File: src/tpb_pkg.sv
package tpb_pkg;

    // ****************************************
    // Register map, byte wide
    // ****************************************
    localparam logic [3:0]  ADDR_CTRL      = 4'h0;
    localparam logic [3:0]  ADDR_CNT_HI    = 4'h1;
    localparam logic [3:0]  ADDR_CNT_LO    = 4'h2;
    localparam logic [3:0]  ADDR_MOD_HI    = 4'h3;
    localparam logic [3:0]  ADDR_MOD_LO    = 4'h4;
    localparam logic [3:0]  ADDR_CHV_BASE  = 4'h5;

    // ****************************************
    // Control fields
    // ****************************************
    localparam int          PS_LSB         = 0;
    localparam int          PS_W           = 3;
    localparam int          SRC_LSB        = 3;
    localparam int          SRC_W          = 2;
    localparam int          CENTER_BIT     = 5;
    localparam int          CTRL_W         = 6;
    localparam logic [2:0]  PS_DIV2        = 3'h1;
    localparam logic [1:0]  SRC_OFF        = 2'h0;

    // ****************************************
    // Reset values and sizes
    // ****************************************
    localparam logic [5:0]  CTRL_RESET     = 6'h00;
    localparam logic [15:0] MOD_RESET      = 16'hFFFF;
    localparam logic [15:0] CHV_RESET      = 16'h0000;
    localparam logic [15:0] CNT_RESET      = 16'h0000;
    localparam logic [7:0]  LATCH_RESET    = 8'h00;
    localparam logic [7:0]  RD_IDLE        = 8'h00;
    localparam int          PRESCALE_DIV_W = 7;
    localparam int          CHANNELS_DEF   = 2;

endpackage

File: src/tpb_prescaler.sv
module tpb_prescaler #(
    parameter int DIV_W = tpb_pkg::PRESCALE_DIV_W
) (
    input  wire logic       core_clk,
    input  wire logic       rst_n,
    input  wire logic       run,
    input  wire logic [2:0] sel,
    output logic            tick
);

    logic [DIV_W-1:0] div_reg;
    logic [DIV_W-1:0] div_next;
    logic [DIV_W-1:0] sel_mask;

    function automatic logic [DIV_W-1:0] ratio_mask(input logic [2:0] s);
        ratio_mask = DIV_W'((1 << s) - 1);
    endfunction

    // Select 001 gives divide by two
    assign sel_mask = ratio_mask(sel);
    assign tick     = run && ((div_reg & sel_mask) == sel_mask);
    // Divider only holds when stopped, never clears
    assign div_next = run ? div_reg + 1'b1 : div_reg;

    always_ff @(posedge core_clk or negedge rst_n) begin
        if (!rst_n) begin
            div_reg <= '0;
        end else begin
            div_reg <= div_next;
        end
    end
endmodule

File: src/tpb_timer_pwm.sv
// Functional notes
// - Center mode counts up to modulo, back down to zero; period is twice modulo.
// - Center mode: channel equal to modulo keeps the output inactive.
// - Center mode: channel equal to modulo minus one keeps output inactive.
// - Negative channel values force a permanently inactive output.
// - Prescale select 001 means divide by two.
// - Zero to non-zero while counting down: output goes active at count zero.
// - Non-zero to zero while counting up: output active until period end.
// - Zero, non-zero, zero across down-counts: active one and a half periods.
// - Edge mode: zero to non-zero costs one extra 0% period.
// - Clock source select 00 stops the counter; non-zero restarts it.
// - Any write to either counter byte clears the counter.
// - Prescaler divider is never cleared by stop, prescale change or clear.
// - Center up-count turns to down-count on the same edge that reaches modulo.
// - Counter clear keeps direction; cleared at modulo it wraps downward.
module tpb_timer_pwm #(
    parameter int CHANNELS = tpb_pkg::CHANNELS_DEF
) (
    input  wire logic                core_clk,
    input  wire logic                resetn,
    input  wire logic [3:0]          addr,
    input  wire logic [7:0]          wr_data,
    input  wire logic                wr_en,
    input  wire logic                rd_en,
    output logic      [7:0]          rd_data,
    output logic      [CHANNELS-1:0] pwm_out
);

    // ****************************************
    // Reset release
    // ****************************************
    logic [1:0] rst_sync_reg;
    logic       rst_n;

    always_ff @(posedge core_clk or negedge resetn) begin
        if (!resetn) begin
            rst_sync_reg <= 2'b00;
        end else begin
            rst_sync_reg <= {rst_sync_reg[0], 1'b1};
        end
    end
    assign rst_n = rst_sync_reg[1];

    // ****************************************
    // Declarations
    // ****************************************
    logic [tpb_pkg::CTRL_W-1:0] ctrl_reg;
    logic [15:0]                mod_reg;
    logic [15:0]                cnt_reg;
    logic [15:0]                cnt_next;
    logic [15:0]                cnt_step;
    logic [7:0]                 hi_latch_reg;
    logic [7:0]                 rd_data_reg;
    logic [7:0]                 rd_next;
    logic                       down_reg;
    logic                       down_next;
    logic [15:0]                chv_reg   [CHANNELS];
    logic [15:0]                eff_reg   [CHANNELS];
    logic [15:0]                eff_next  [CHANNELS];
    logic [CHANNELS-1:0]        pwm_reg;
    logic [CHANNELS-1:0]        pwm_next;
    logic [CHANNELS-1:0]        pend_reg;
    logic [CHANNELS-1:0]        pend_next;
    logic [CHANNELS-1:0]        catch_reg;
    logic [CHANNELS-1:0]        catch_next;
    logic [CHANNELS-1:0]        chv_lo_wr;
    logic [15:0]                wr_word;
    logic                       center;
    logic                       run;
    logic                       tick;
    logic                       step;
    logic                       period_start;
    logic                       wr_ctrl;
    logic                       wr_cnt;
    logic                       wr_mod_lo;
    logic                       wr_hi_any;

    function automatic logic [3:0] chv_addr(input int ch, input logic lo);
        chv_addr = 4'(tpb_pkg::ADDR_CHV_BASE + 4'(2 * ch) + {3'b000, lo});
    endfunction

    // ****************************************
    // Address decode
    // ****************************************
    assign wr_ctrl   = wr_en && (addr == tpb_pkg::ADDR_CTRL);
    assign wr_cnt    = wr_en && (addr == tpb_pkg::ADDR_CNT_HI || addr == tpb_pkg::ADDR_CNT_LO);
    assign wr_mod_lo = wr_en && (addr == tpb_pkg::ADDR_MOD_LO);
    // High byte parks in a latch, low byte commits the word
    assign wr_word   = {hi_latch_reg, wr_data};

    always_comb begin
        wr_hi_any = wr_en && (addr == tpb_pkg::ADDR_MOD_HI);
        for (int i = 0; i < CHANNELS; i++) begin
            chv_lo_wr[i] = wr_en && (addr == chv_addr(i, 1'b1));
            if (wr_en && addr == chv_addr(i, 1'b0)) begin
                wr_hi_any = 1'b1;
            end
        end
    end

    // ****************************************
    // Prescaler and counter
    // ****************************************
    assign center = ctrl_reg[tpb_pkg::CENTER_BIT];
    assign run    = ctrl_reg[tpb_pkg::SRC_LSB +: tpb_pkg::SRC_W] != tpb_pkg::SRC_OFF;

    tpb_prescaler #(
        .DIV_W    (tpb_pkg::PRESCALE_DIV_W)
    ) u_prescaler (
        .core_clk (core_clk),
        .rst_n    (rst_n),
        .run      (run),
        .sel      (ctrl_reg[tpb_pkg::PS_LSB +: tpb_pkg::PS_W]),
        .tick     (tick)
    );

    // Clearing write beats a prescaled tick in the same cycle
    assign step = tick && !wr_cnt;

    // Center mode runs up then down
    assign cnt_step = center ? (down_reg ? cnt_reg - 16'h0001 : cnt_reg + 16'h0001)
                             : ((cnt_reg == mod_reg) ? 16'h0000 : cnt_reg + 16'h0001);

    assign period_start = center ? (step && !down_reg && cnt_step == mod_reg)
                                 : (step && cnt_reg == mod_reg);

    assign cnt_next = wr_cnt ? tpb_pkg::CNT_RESET : (step ? cnt_step : cnt_reg);

    // Direction flips as modulo is reached
    assign down_next = (center && step && !down_reg && cnt_step == mod_reg) ? 1'b1 :
                       (center && step && down_reg && cnt_step == 16'h0000) ? 1'b0 :
                       down_reg;

    // ****************************************
    // Channel outputs
    // ****************************************
    always_comb begin
        logic [15:0] v;
        logic        neg;
        logic        set_ev;
        logic        catch_ev;
        logic        clr_ev;
        v        = '0;
        neg      = 1'b0;
        set_ev   = 1'b0;
        catch_ev = 1'b0;
        clr_ev   = 1'b0;
        for (int i = 0; i < CHANNELS; i++) begin
            v             = chv_reg[i];
            neg           = v[15];
            pwm_next[i]   = pwm_reg[i];
            eff_next[i]   = eff_reg[i];
            catch_next[i] = catch_reg[i];
            pend_next[i]  = pend_reg[i];
            if (center) begin
                eff_next[i] = v;
                // Modulo value is only ever met counting up
                set_ev   = step && down_reg && cnt_step == v && v != 16'h0000
                           && v != mod_reg - 16'h0001;
                // Late zero to non-zero catches up at count zero
                catch_ev = step && down_reg && cnt_step == 16'h0000 && pend_reg[i]
                           && v != 16'h0000;
                // Catch-up pulse ignores up-count match until period end
                // Zero channel never matches, cleared at period start
                clr_ev   = (step && !down_reg && cnt_step == v && !catch_reg[i])
                           || (period_start && v == 16'h0000);
                if (neg) begin
                    pwm_next[i] = 1'b0;
                end else if (set_ev || catch_ev) begin
                    pwm_next[i] = 1'b1;
                end else if (clr_ev) begin
                    pwm_next[i] = 1'b0;
                end
                if (period_start) begin
                    catch_next[i] = 1'b0;
                    pend_next[i]  = 1'b0;
                end else if (catch_ev) begin
                    catch_next[i] = 1'b1;
                    pend_next[i]  = 1'b0;
                end
                if (chv_lo_wr[i] && v == 16'h0000 && wr_word != 16'h0000 && down_reg) begin
                    pend_next[i] = 1'b1;
                end
            end else begin
                catch_next[i] = 1'b0;
                pend_next[i]  = 1'b0;
                if (period_start) begin
                    // Start decision uses the value latched a period ago
                    pwm_next[i] = eff_reg[i] != 16'h0000 && !eff_reg[i][15];
                    eff_next[i] = v;
                end else if (step && cnt_step == eff_reg[i]) begin
                    pwm_next[i] = 1'b0;
                end
            end
        end
    end

    // ****************************************
    // Read mux
    // ****************************************
    always_comb begin
        rd_next = tpb_pkg::RD_IDLE;
        if (addr == tpb_pkg::ADDR_CTRL) begin
            rd_next = {1'b0, down_reg, ctrl_reg};
        end else if (addr == tpb_pkg::ADDR_CNT_HI) begin
            rd_next = cnt_reg[15:8];
        end else if (addr == tpb_pkg::ADDR_CNT_LO) begin
            rd_next = cnt_reg[7:0];
        end else if (addr == tpb_pkg::ADDR_MOD_HI) begin
            rd_next = mod_reg[15:8];
        end else if (addr == tpb_pkg::ADDR_MOD_LO) begin
            rd_next = mod_reg[7:0];
        end else begin
            for (int i = 0; i < CHANNELS; i++) begin
                if (addr == chv_addr(i, 1'b0)) begin
                    rd_next = chv_reg[i][15:8];
                end else if (addr == chv_addr(i, 1'b1)) begin
                    rd_next = chv_reg[i][7:0];
                end
            end
        end
    end

    // ****************************************
    // Registers
    // ****************************************
    always_ff @(posedge core_clk or negedge rst_n) begin
        if (!rst_n) begin
            ctrl_reg     <= tpb_pkg::CTRL_RESET;
            mod_reg      <= tpb_pkg::MOD_RESET;
            hi_latch_reg <= tpb_pkg::LATCH_RESET;
            rd_data_reg  <= tpb_pkg::RD_IDLE;
        end else begin
            if (wr_ctrl) begin
                ctrl_reg <= wr_data[tpb_pkg::CTRL_W-1:0];
            end
            if (wr_hi_any) begin
                hi_latch_reg <= wr_data;
            end
            if (wr_mod_lo) begin
                mod_reg <= wr_word;
            end
            rd_data_reg <= rd_en ? rd_next : tpb_pkg::RD_IDLE;
        end
    end

    always_ff @(posedge core_clk or negedge rst_n) begin
        if (!rst_n) begin
            cnt_reg  <= tpb_pkg::CNT_RESET;
            down_reg <= 1'b0;
        end else begin
            cnt_reg  <= cnt_next;
            down_reg <= down_next;
        end
    end

    always_ff @(posedge core_clk or negedge rst_n) begin
        if (!rst_n) begin
            pwm_reg   <= '0;
            pend_reg  <= '0;
            catch_reg <= '0;
            for (int i = 0; i < CHANNELS; i++) begin
                chv_reg[i] <= tpb_pkg::CHV_RESET;
                eff_reg[i] <= tpb_pkg::CHV_RESET;
            end
        end else begin
            pwm_reg   <= pwm_next;
            pend_reg  <= pend_next;
            catch_reg <= catch_next;
            for (int i = 0; i < CHANNELS; i++) begin
                eff_reg[i] <= eff_next[i];
                if (chv_lo_wr[i]) begin
                    chv_reg[i] <= wr_word;
                end
            end
        end
    end

    assign rd_data = rd_data_reg;
    assign pwm_out = pwm_reg;
endmodule

File: config.mk
export PLATFORM = sky130hd
export DESIGN_NAME = tpb_timer_pwm
export DESIGN_NICKNAME = d
export VERILOG_FILES = /design/src/tpb_pkg.sv /design/src/tpb_prescaler.sv /design/src/tpb_timer_pwm.sv
export SDC_FILE = /design/constraint.sdc
export NUM_CORES = 1
export LEC_CHECK = 0
export BUFFER_PORTS_ARGS = -buffer_cell sky130_fd_sc_hd__buf_2
export CAP_MARGIN = 20
export CORE_MARGIN = 2
export CORE_UTILIZATION = 35
export DETAILED_ROUTE_END_ITERATION = 7
export GPL_TIMING_DRIVEN = 0
export MAX_ROUTING_LAYER = met4
export PLACE_DENSITY = 0.62
export SYNTH_ARGS = -nofsm -noshare
export SYNTH_HDL_FRONTEND = slang
export SYNTH_SLANG_ARGS = --single-unit
File: constraint.sdc
create_clock -name core_clk -period 4.4 [get_ports core_clk]
set_input_delay 0.22 -clock core_clk [delete_from_list [all_inputs] [get_ports core_clk]]
set_output_delay 0.22 -clock core_clk [all_outputs]
set_load 0.03 [all_outputs]
After elaboration in Yosys (flattened, before gate mapping)

Index checks and enable logic that the tools add are counted.

Input bits: 16
Output and inout bits: 10
Logic and storage cells: 172
Bits in registers: 134

Add/sub/neg operators: 5
Reductions and logical operators: 74
Eq/ne operators: 23
Bitwise gates (word level): 1
Shift operators: 1
Mux-type cells: 50

Operators with widths:

| operator                                            | count |
|---|---|
| 2-to-1 mux 16 bit                                   | 9 |
| equality test 16 bit                                | 6 |
| 2-to-1 mux 8 bit                                    | 10 |
| nonzero test 16 bit                                 | 5 |
| zero test 16 bit                                    | 3 |
| logical AND 1 bit                                   | 46 |
| != test 16 bit                                      | 2 |
| subtractor 16 x 1 -> 16 bit, second input constant  | 2 |
| 2-to-1 mux 1 bit                                    | 31 |
| adder 16 x 1 -> 16 bit, second input constant       | 1 |
| equality test 4 x 3 -> 1 bit, second input constant | 4 |
| != test 4 x 1 -> 1 bit, second input constant       | 4 |
| equality test 4 x 2 -> 1 bit, second input constant | 2 |
| nonzero test 2 bit                                  | 4 |
| adder 7 x 1 -> 7 bit, second input constant         | 1 |
| bitwise AND 7 bit                                   | 1 |
| equality test 7 bit                                 | 1 |
| << shifter 1 x 3 -> 7 bit, first input constant     | 1 |
| subtractor 7 x 2 -> 7 bit, second input constant    | 1 |
| zero test 1 bit                                     | 6 |
| != test 3 x 1 -> 1 bit, second input constant       | 2 |
| nonzero test 3 bit                                  | 2 |
| logical OR 1 bit                                    | 5 |
| equality test 4 x 1 -> 1 bit, second input constant | 1 |
| other kinds (3)                                     | 4 |

Depth between registers and ports, before layout

Depth after elaboration: 15
Gate-level depth with buffers: 15
Depth with buffers taken out: 12

Hierarchy

Synthesis repeated with hierarchy kept, for this count alone.

Cell total of the unflattened synthesis: 1107
Area, all modules: 9809.4 µm²

By module, submodules not included:

| module        | cells an instance | area an instance (µm²) | times used | seq. area each (µm²) |
|---|---|---|---|---|
| tpb_timer_pwm | 1073              | 9460.3                 | 1          | 3198.1 |
| tpb_prescaler | 34                | 349.1                  | 1          | 175.2 |

Least setup slack after synthesis

No wires, ideal clock.

Kind: reg2reg
From: reg cnt_reg[0]
To: reg pend_reg[0]
Clock period less this slack: 3.457 ns
Data required time: 4.280 ns
Arrival: 3.338 ns
Library setup time: 0.120 ns
Cell stages (with the launch flop): 14
Path slack: 0.943 ns
Path buffers: 2
Cells stage by stage: dfrtp_1 buf_2 clkbuf_1 inv_1 ha_1 mux2i_1 xnor2_2 xnor2_1 a2111o_1 or3_1 a2111oi_2 nand4_1 and2_1 a31o_1

Cells in the longest elaborated chain, start to end: 9
Elaborated cells between the ends (all ways): 18
Those cells by class: add/sub: 2; eq/ne: 3; mux: 7; reduce/logical: 6

RTL lines:

| what                                           | line                                       | source |
|---|---|---|
| from (decl)                                    | tpb_timer_pwm.sv:49                        | `logic [15:0] cnt_reg;` |
| from (signal assigned)                         | tpb_timer_pwm.sv:249                       | `cnt_reg <= tpb_pkg::CNT_RESET;` |
| from (signal assigned)                         | tpb_timer_pwm.sv:252                       | `cnt_reg <= cnt_next;` |
| adder 16 x 1 -> 16 bit (tied with other cells) | tpb_timer_pwm.sv:121, tpb_timer_pwm.sv:122 |  |
| 2-to-1 mux 16 bit, on equally long branches    | tpb_timer_pwm.sv:122, tpb_timer_pwm.sv:121 |  |
| 2-to-1 mux 16 bit                              | tpb_timer_pwm.sv:121                       | `assign cnt_step = center ? (down_reg ? cnt_reg - 16'h0001 : cnt_reg + 16'h0001)` |
| equality test 16 bit                           | tpb_timer_pwm.sv:124                       | `assign period_start = center ? (step && !down_reg && cnt_step == mod_reg)` |
| logical AND 1 bit                              | tpb_timer_pwm.sv:124                       |  |
| 2-to-1 mux 1 bit                               | tpb_timer_pwm.sv:124                       |  |
| 2-to-1 mux 1 bit                               | tpb_timer_pwm.sv:174                       | `if (period_start) begin` |
| 2-to-1 mux 1 bit                               | tpb_timer_pwm.sv:181                       | `if (chv_lo_wr[i] && v == 16'h0000 && wr_word != 16'h0000 && down_reg) begin` |
| 2-to-1 mux 1 bit                               | tpb_timer_pwm.sv:155                       | `if (center) begin` |
| to (signal assigned)                           | tpb_timer_pwm.sv:268                       | `pend_reg <= pend_next;` |
| to (decl)                                      | tpb_timer_pwm.sv:62                        | `logic [CHANNELS-1:0] pend_reg;` |

Several ways; a longest one is shown, not always the timed one.
A chain may end at the register's enable or synchronous reset.

Worst setup path in the final report

From: reg cnt_reg[0]
To: reg pwm_reg[0] (netlist: pwm_out[0])

Cells in the longest elaborated chain, start to end: 11
Elaborated cells between the ends (all ways): 32
Those cells by class: add/sub: 2; eq/ne: 5; mux: 8; reduce/logical: 17

RTL lines:

| what                                                     | line                                                             | source |
|---|---|---|
| adder 16 x 1 -> 16 bit (tied with other cells)           | tpb_timer_pwm.sv:121, tpb_timer_pwm.sv:122                       |  |
| 2-to-1 mux 16 bit, on equally long branches              | tpb_timer_pwm.sv:122, tpb_timer_pwm.sv:121                       |  |
| 2-to-1 mux 16 bit                                        | tpb_timer_pwm.sv:121                                             |  |
| equality test 16 bit or zero test 16 bit (tied branches) | tpb_timer_pwm.sv:158, tpb_timer_pwm.sv:165, tpb_timer_pwm.sv:161 |  |
| logical AND 1 bit, on equally long branches (2 in a row) | tpb_timer_pwm.sv:158, tpb_timer_pwm.sv:161                       |  |
| logical AND 1 bit, on equally long branches              | tpb_timer_pwm.sv:159, tpb_timer_pwm.sv:162                       |  |
| logical OR 1 bit                                         | tpb_timer_pwm.sv:169                                             | `end else if (set_ev \|\| catch_ev) begin` |
| 2-to-1 mux 1 bit                                         | tpb_timer_pwm.sv:169                                             |  |
| 2-to-1 mux 1 bit                                         | tpb_timer_pwm.sv:167                                             | `if (neg) begin` |
| 2-to-1 mux 1 bit                                         | tpb_timer_pwm.sv:155                                             |  |
| to (signal assigned)                                     | tpb_timer_pwm.sv:267                                             | `pwm_reg <= pwm_next;` |
| to (decl)                                                | tpb_timer_pwm.sv:60                                              | `logic [CHANNELS-1:0] pwm_reg;` |

Several ways; a longest one is shown, not always the timed one.

==> impl_metrics.csv <==
group,metric,value,unit
outcome,status,"complete, but fails checks",
outcome,violations,"DRC, setup timing",
detailed_routing,ant_nets,0,
logic_synthesis,synth-seq-cells,134,
sta,fin_crit,4.46,ns
logic_synthesis,synth_compound_gate_area_share,0.172,
detailed_routing,routed_wl,37600,um
logic_synthesis,syn-cell-area,0.00982,mm2
sta,finClkSkew,0.0190,ns
logic_synthesis,syn_area_per_cell,9.10,um2
floorplan,start_util,0.354,
floorplan,rows,61,
floorplan,die_w,171,um
clocking,h-tree-depth,4,
sta,finalSetupViolations,1,
floorplan,ios,26,
sta,fmax,0.224,GHz
sta,fin_setup_tns,-0.0597,ns
worst_setup_path,cpPeakStageDelay,0.53,ns
logic_synthesis,synthFlopType,"dfrtp_1",
clocking,tritoncts,"done",
layout,area_growth,13.6,%
worst_setup_path,cp_common_cell,"clkbuf_2",
sta,layout_setup_ws,-0.0597,ns
layout,fillerInstances,2727,
floorplan,die-area,0.0294,mm2
worst_setup_path,crit_type,"register to register",
job,drv_cap,0,
clocking,cts_buffers,17,
worst_setup_path,crit_path_end_kind,"register",
global_route,grt.overflow.total,0,
logic_synthesis,synth_xor_area_frac,0.106,
worst_setup_path,worstPathArrival,4.81,ns
detailed_routing,drt_first_pass_iters,8,
layout,antennaDiodeCount,0,
logic_synthesis,synthCells,1079,
detailed_routing,post-route-drc-count,1,
logic_synthesis,synthSimpleGateAreaFrac,0.209,
clocking,clockBufferDepth,2,
logic_synthesis,synth_cell_types,87,
global_route,grtUsageTotal,0.265,
worst_setup_path,cp_slowest_cell,"a2111oi_0",
worst_setup_path,r2r_end,"pwm_out[0]",
detailed_routing,vias_per_cell,6.30,
layout,drive_gt1_frac,0.207,
power,power,6.42,mW
worst_hold_path,hold_class,"primary input to asynchronous set/reset pin",
clocking,cts.sinks,134,
logic_synthesis,synth_top_family_by_area,"simple AND/OR/NAND/NOR gates",
logic_synthesis,synth_nets,1099,
logic_synthesis,synth-async-reset-ratio,1.00,
detailed_routing,wl_per_cell,24.9,um
global_route,grt_max_degree,69,
global_route,grt_pass1_wl,55900,um
layout,finalNetCount,1143,
place,dp_slack,-0.335,ns
sta,worst_pin_slew,1.10,ns
clocking,root_buffer,"clkbuf_16",
detailed_routing,drtIter0Drc,1337,
floorplan,die_h,171,um
logic_synthesis,ys_warn_count,0,
place,dp_hpwl,27300,um
logic_synthesis,synth_seq_area_share,0.344,
worst_setup_path,rrSetupSlack,-0.06,ns
sta,rsz0062_at_grt,"yes",
sta,slew_headroom,0.263,
sta,fin_crit_sh,1.01,
detailed_routing,vias,9535,
power,vdd_drop_max,0.000289,V
worst_setup_path,critPathLaunchType,"register",
worst_setup_path,cp_cell_sequence,"buf_2 > clkbuf_2 > inv_1 > ha_1 > nand4b_1 > or3_1 > o2111a_2 > clkbuf_2 > a222oi_1 > o21ai_0 > a2111oi_0 > nand4_1 > o21ai_1 > nor2_1 > a211oi_2",
sta,slew_violations,0,
clocking,insertion_delay,0.45,ns
logic_synthesis,synth_edf_count,0,
layout,multi_input_area,0.00607,mm2
global_route,grt_pass1_vias,8758,
worst_setup_path,required,4.75,ns
worst_setup_path,reg2reg_depth,15,
place,io_buffers,25,
layout,seq_area,0.00338,mm2
floorplan,core,0.0277,mm2
worst_setup_path,crit_fanout,10,
place,gp_congestion,1.02,
sta,hold_viol_final,0,
logic_synthesis,synthMuxAreaShare,0.117,
power,total_leakage_power,4.30,nW
logic_synthesis,synth_fa_ha_area_frac,0.00510,
global_route,grt_antenna_before_repair,0,
power,power_density,575,mW/mm2
worst_setup_path,r2r-start,"cnt_reg[0]",
clocking,path_clk_slew,0.07,ns
## kinds of logic after synthesis
kind of cell             count (synthesis)
AND/OR/NAND/NOR                        371
AO/OA/AOI/OAI                          242
flip-flops                             134
XOR/XNOR                               112
buffers and inverters                  112
multiplexers                           103
adder cells (fa/ha/maj)                  4
other                                    1
## per-layer routing
layer | track usage | up-vias | part of all wire
met2 | 0.387 | 635 | 0.43
met1 | 0.353 | 4668 | 0.41
met5 | - | - | 0
met4 | 0.129 | 0 | 0.051
met3 | 0.0515 | 136 | 0.10
li1 | - | 4096 | -
## worst max path at each step
stage	start	end	slack (ns)	cells past startpoint
finish	cnt_reg[0]	pwm_out[0]	-0.06	15
global route	cnt_reg[0]	pwm_out[0]	-0.04	15
CTS	cnt_reg[0]	pwm_out[0]	0.02	15
detailed placement	cnt_reg[0]	pwm_out[0]	-0.34	15
global placement	rst_sync_reg[1]	eff_reg[15]	-1.17	0
floorplan	rst_sync_reg[1]	catch_reg[0]	0.42	0
## cell usage in the layout (no fill, tap or decap), types with 18 or more instances in the layout
cell      instances
xnor2_1          66
dfrtp_1         117
nor2_1           59
buf_2            43
inv_1            18
a21oi_1          34
nor4_1           39
nand3_1          19
xor2_1           37
nand4_1          24
nor3_1           36
clkbuf_1         51
nand2_1          78
o21ai_0          63
mux2_2           92
## cell type report
| class | instances | share of cell area |
|---|---|---|
| Multi-Input combinational cell | 833 | 0.544 |
| Sequential cell | 134 | 0.303 |
| Tap cell | 378 | 0.0424 |
| Clock buffer | 18 | 0.0394 |
| Buffer | 87 | 0.0342 |
| Timing Repair Buffer | 32 | 0.0177 |
| Clock inverter | 14 | 0.0136 |
| Inverter | 18 | 0.00606 |
## metrics by stage
| stage | hold slack (ns) | util | cells | cell area, um2 |
|---|---|---|---|---|
| after floorplan | -0.0756 | - | 1079 | 9820 |
| after global placement | 0.00506 | 0.376 | 1482 | 10400 |
| after detailed placement | 0.00830 | 0.378 | 1483 | 10500 |
| after CTS | 0.0660 | 0.400 | 1515 | 11100 |
| after global routing | 0.0821 | 0.403 | 1514 | 11200 |
| final | 0.0658 | 0.403 | 1514 | 11200 |
## power breakdown
group          total [mW]  switching [mW]  internal [mW]
logic                2.70            1.57           1.13
registers            2.22           0.603           1.62
clock network        1.49           0.672          0.822
## cells in the mapped netlist, types with 10 or more instances
| cell type | instances | area share |
|---|---|---|
| nand2_1 | 78 | 0.030 |
| dfstp_2 | 16 | 0.043 |
| dfrtp_1 | 118 | 0.30 |
| nor3_1 | 37 | 0.019 |
| nand2b_1 | 11 | 0.0070 |
| and3_1 | 12 | 0.0076 |
| nand3_1 | 19 | 0.0097 |
| a22oi_1 | 11 | 0.0084 |
| or3_1 | 15 | 0.0096 |
| o21ai_0 | 64 | 0.033 |
| a21oi_1 | 34 | 0.017 |
| mux2i_1 | 11 | 0.011 |
| nand4_1 | 24 | 0.015 |
| clkbuf_1 | 63 | 0.024 |
| o22ai_1 | 12 | 0.0076 |
| xor2_1 | 40 | 0.036 |
| o31ai_1 | 10 | 0.0076 |
| nor2_1 | 61 | 0.023 |
| inv_1 | 18 | 0.0069 |
| xnor2_1 | 67 | 0.060 |
| buf_2 | 18 | 0.0092 |
| mux2_2 | 92 | 0.11 |
| nor4_1 | 40 | 0.025 |
## worst max-delay path: cells and delay by family, from the launching register on
family	cells	cell delay (ns)
AOI/OAI and AO/OA	6	1.73
adders and majority gates	1	0.31
buffers and inverters	4	0.96
DFF	1	0.38
and+or+nand+nor	4	0.99
## what timing repair did
item	4_1_cts	5_1_grt
setup buffers	0	4
hold endpoints to repair	2	0
gates resized for setup	6	18
endpoints found under the setup margin	6	6
hold buffers	1	0
No activity file was read; power rests on OpenSTA's default activity.
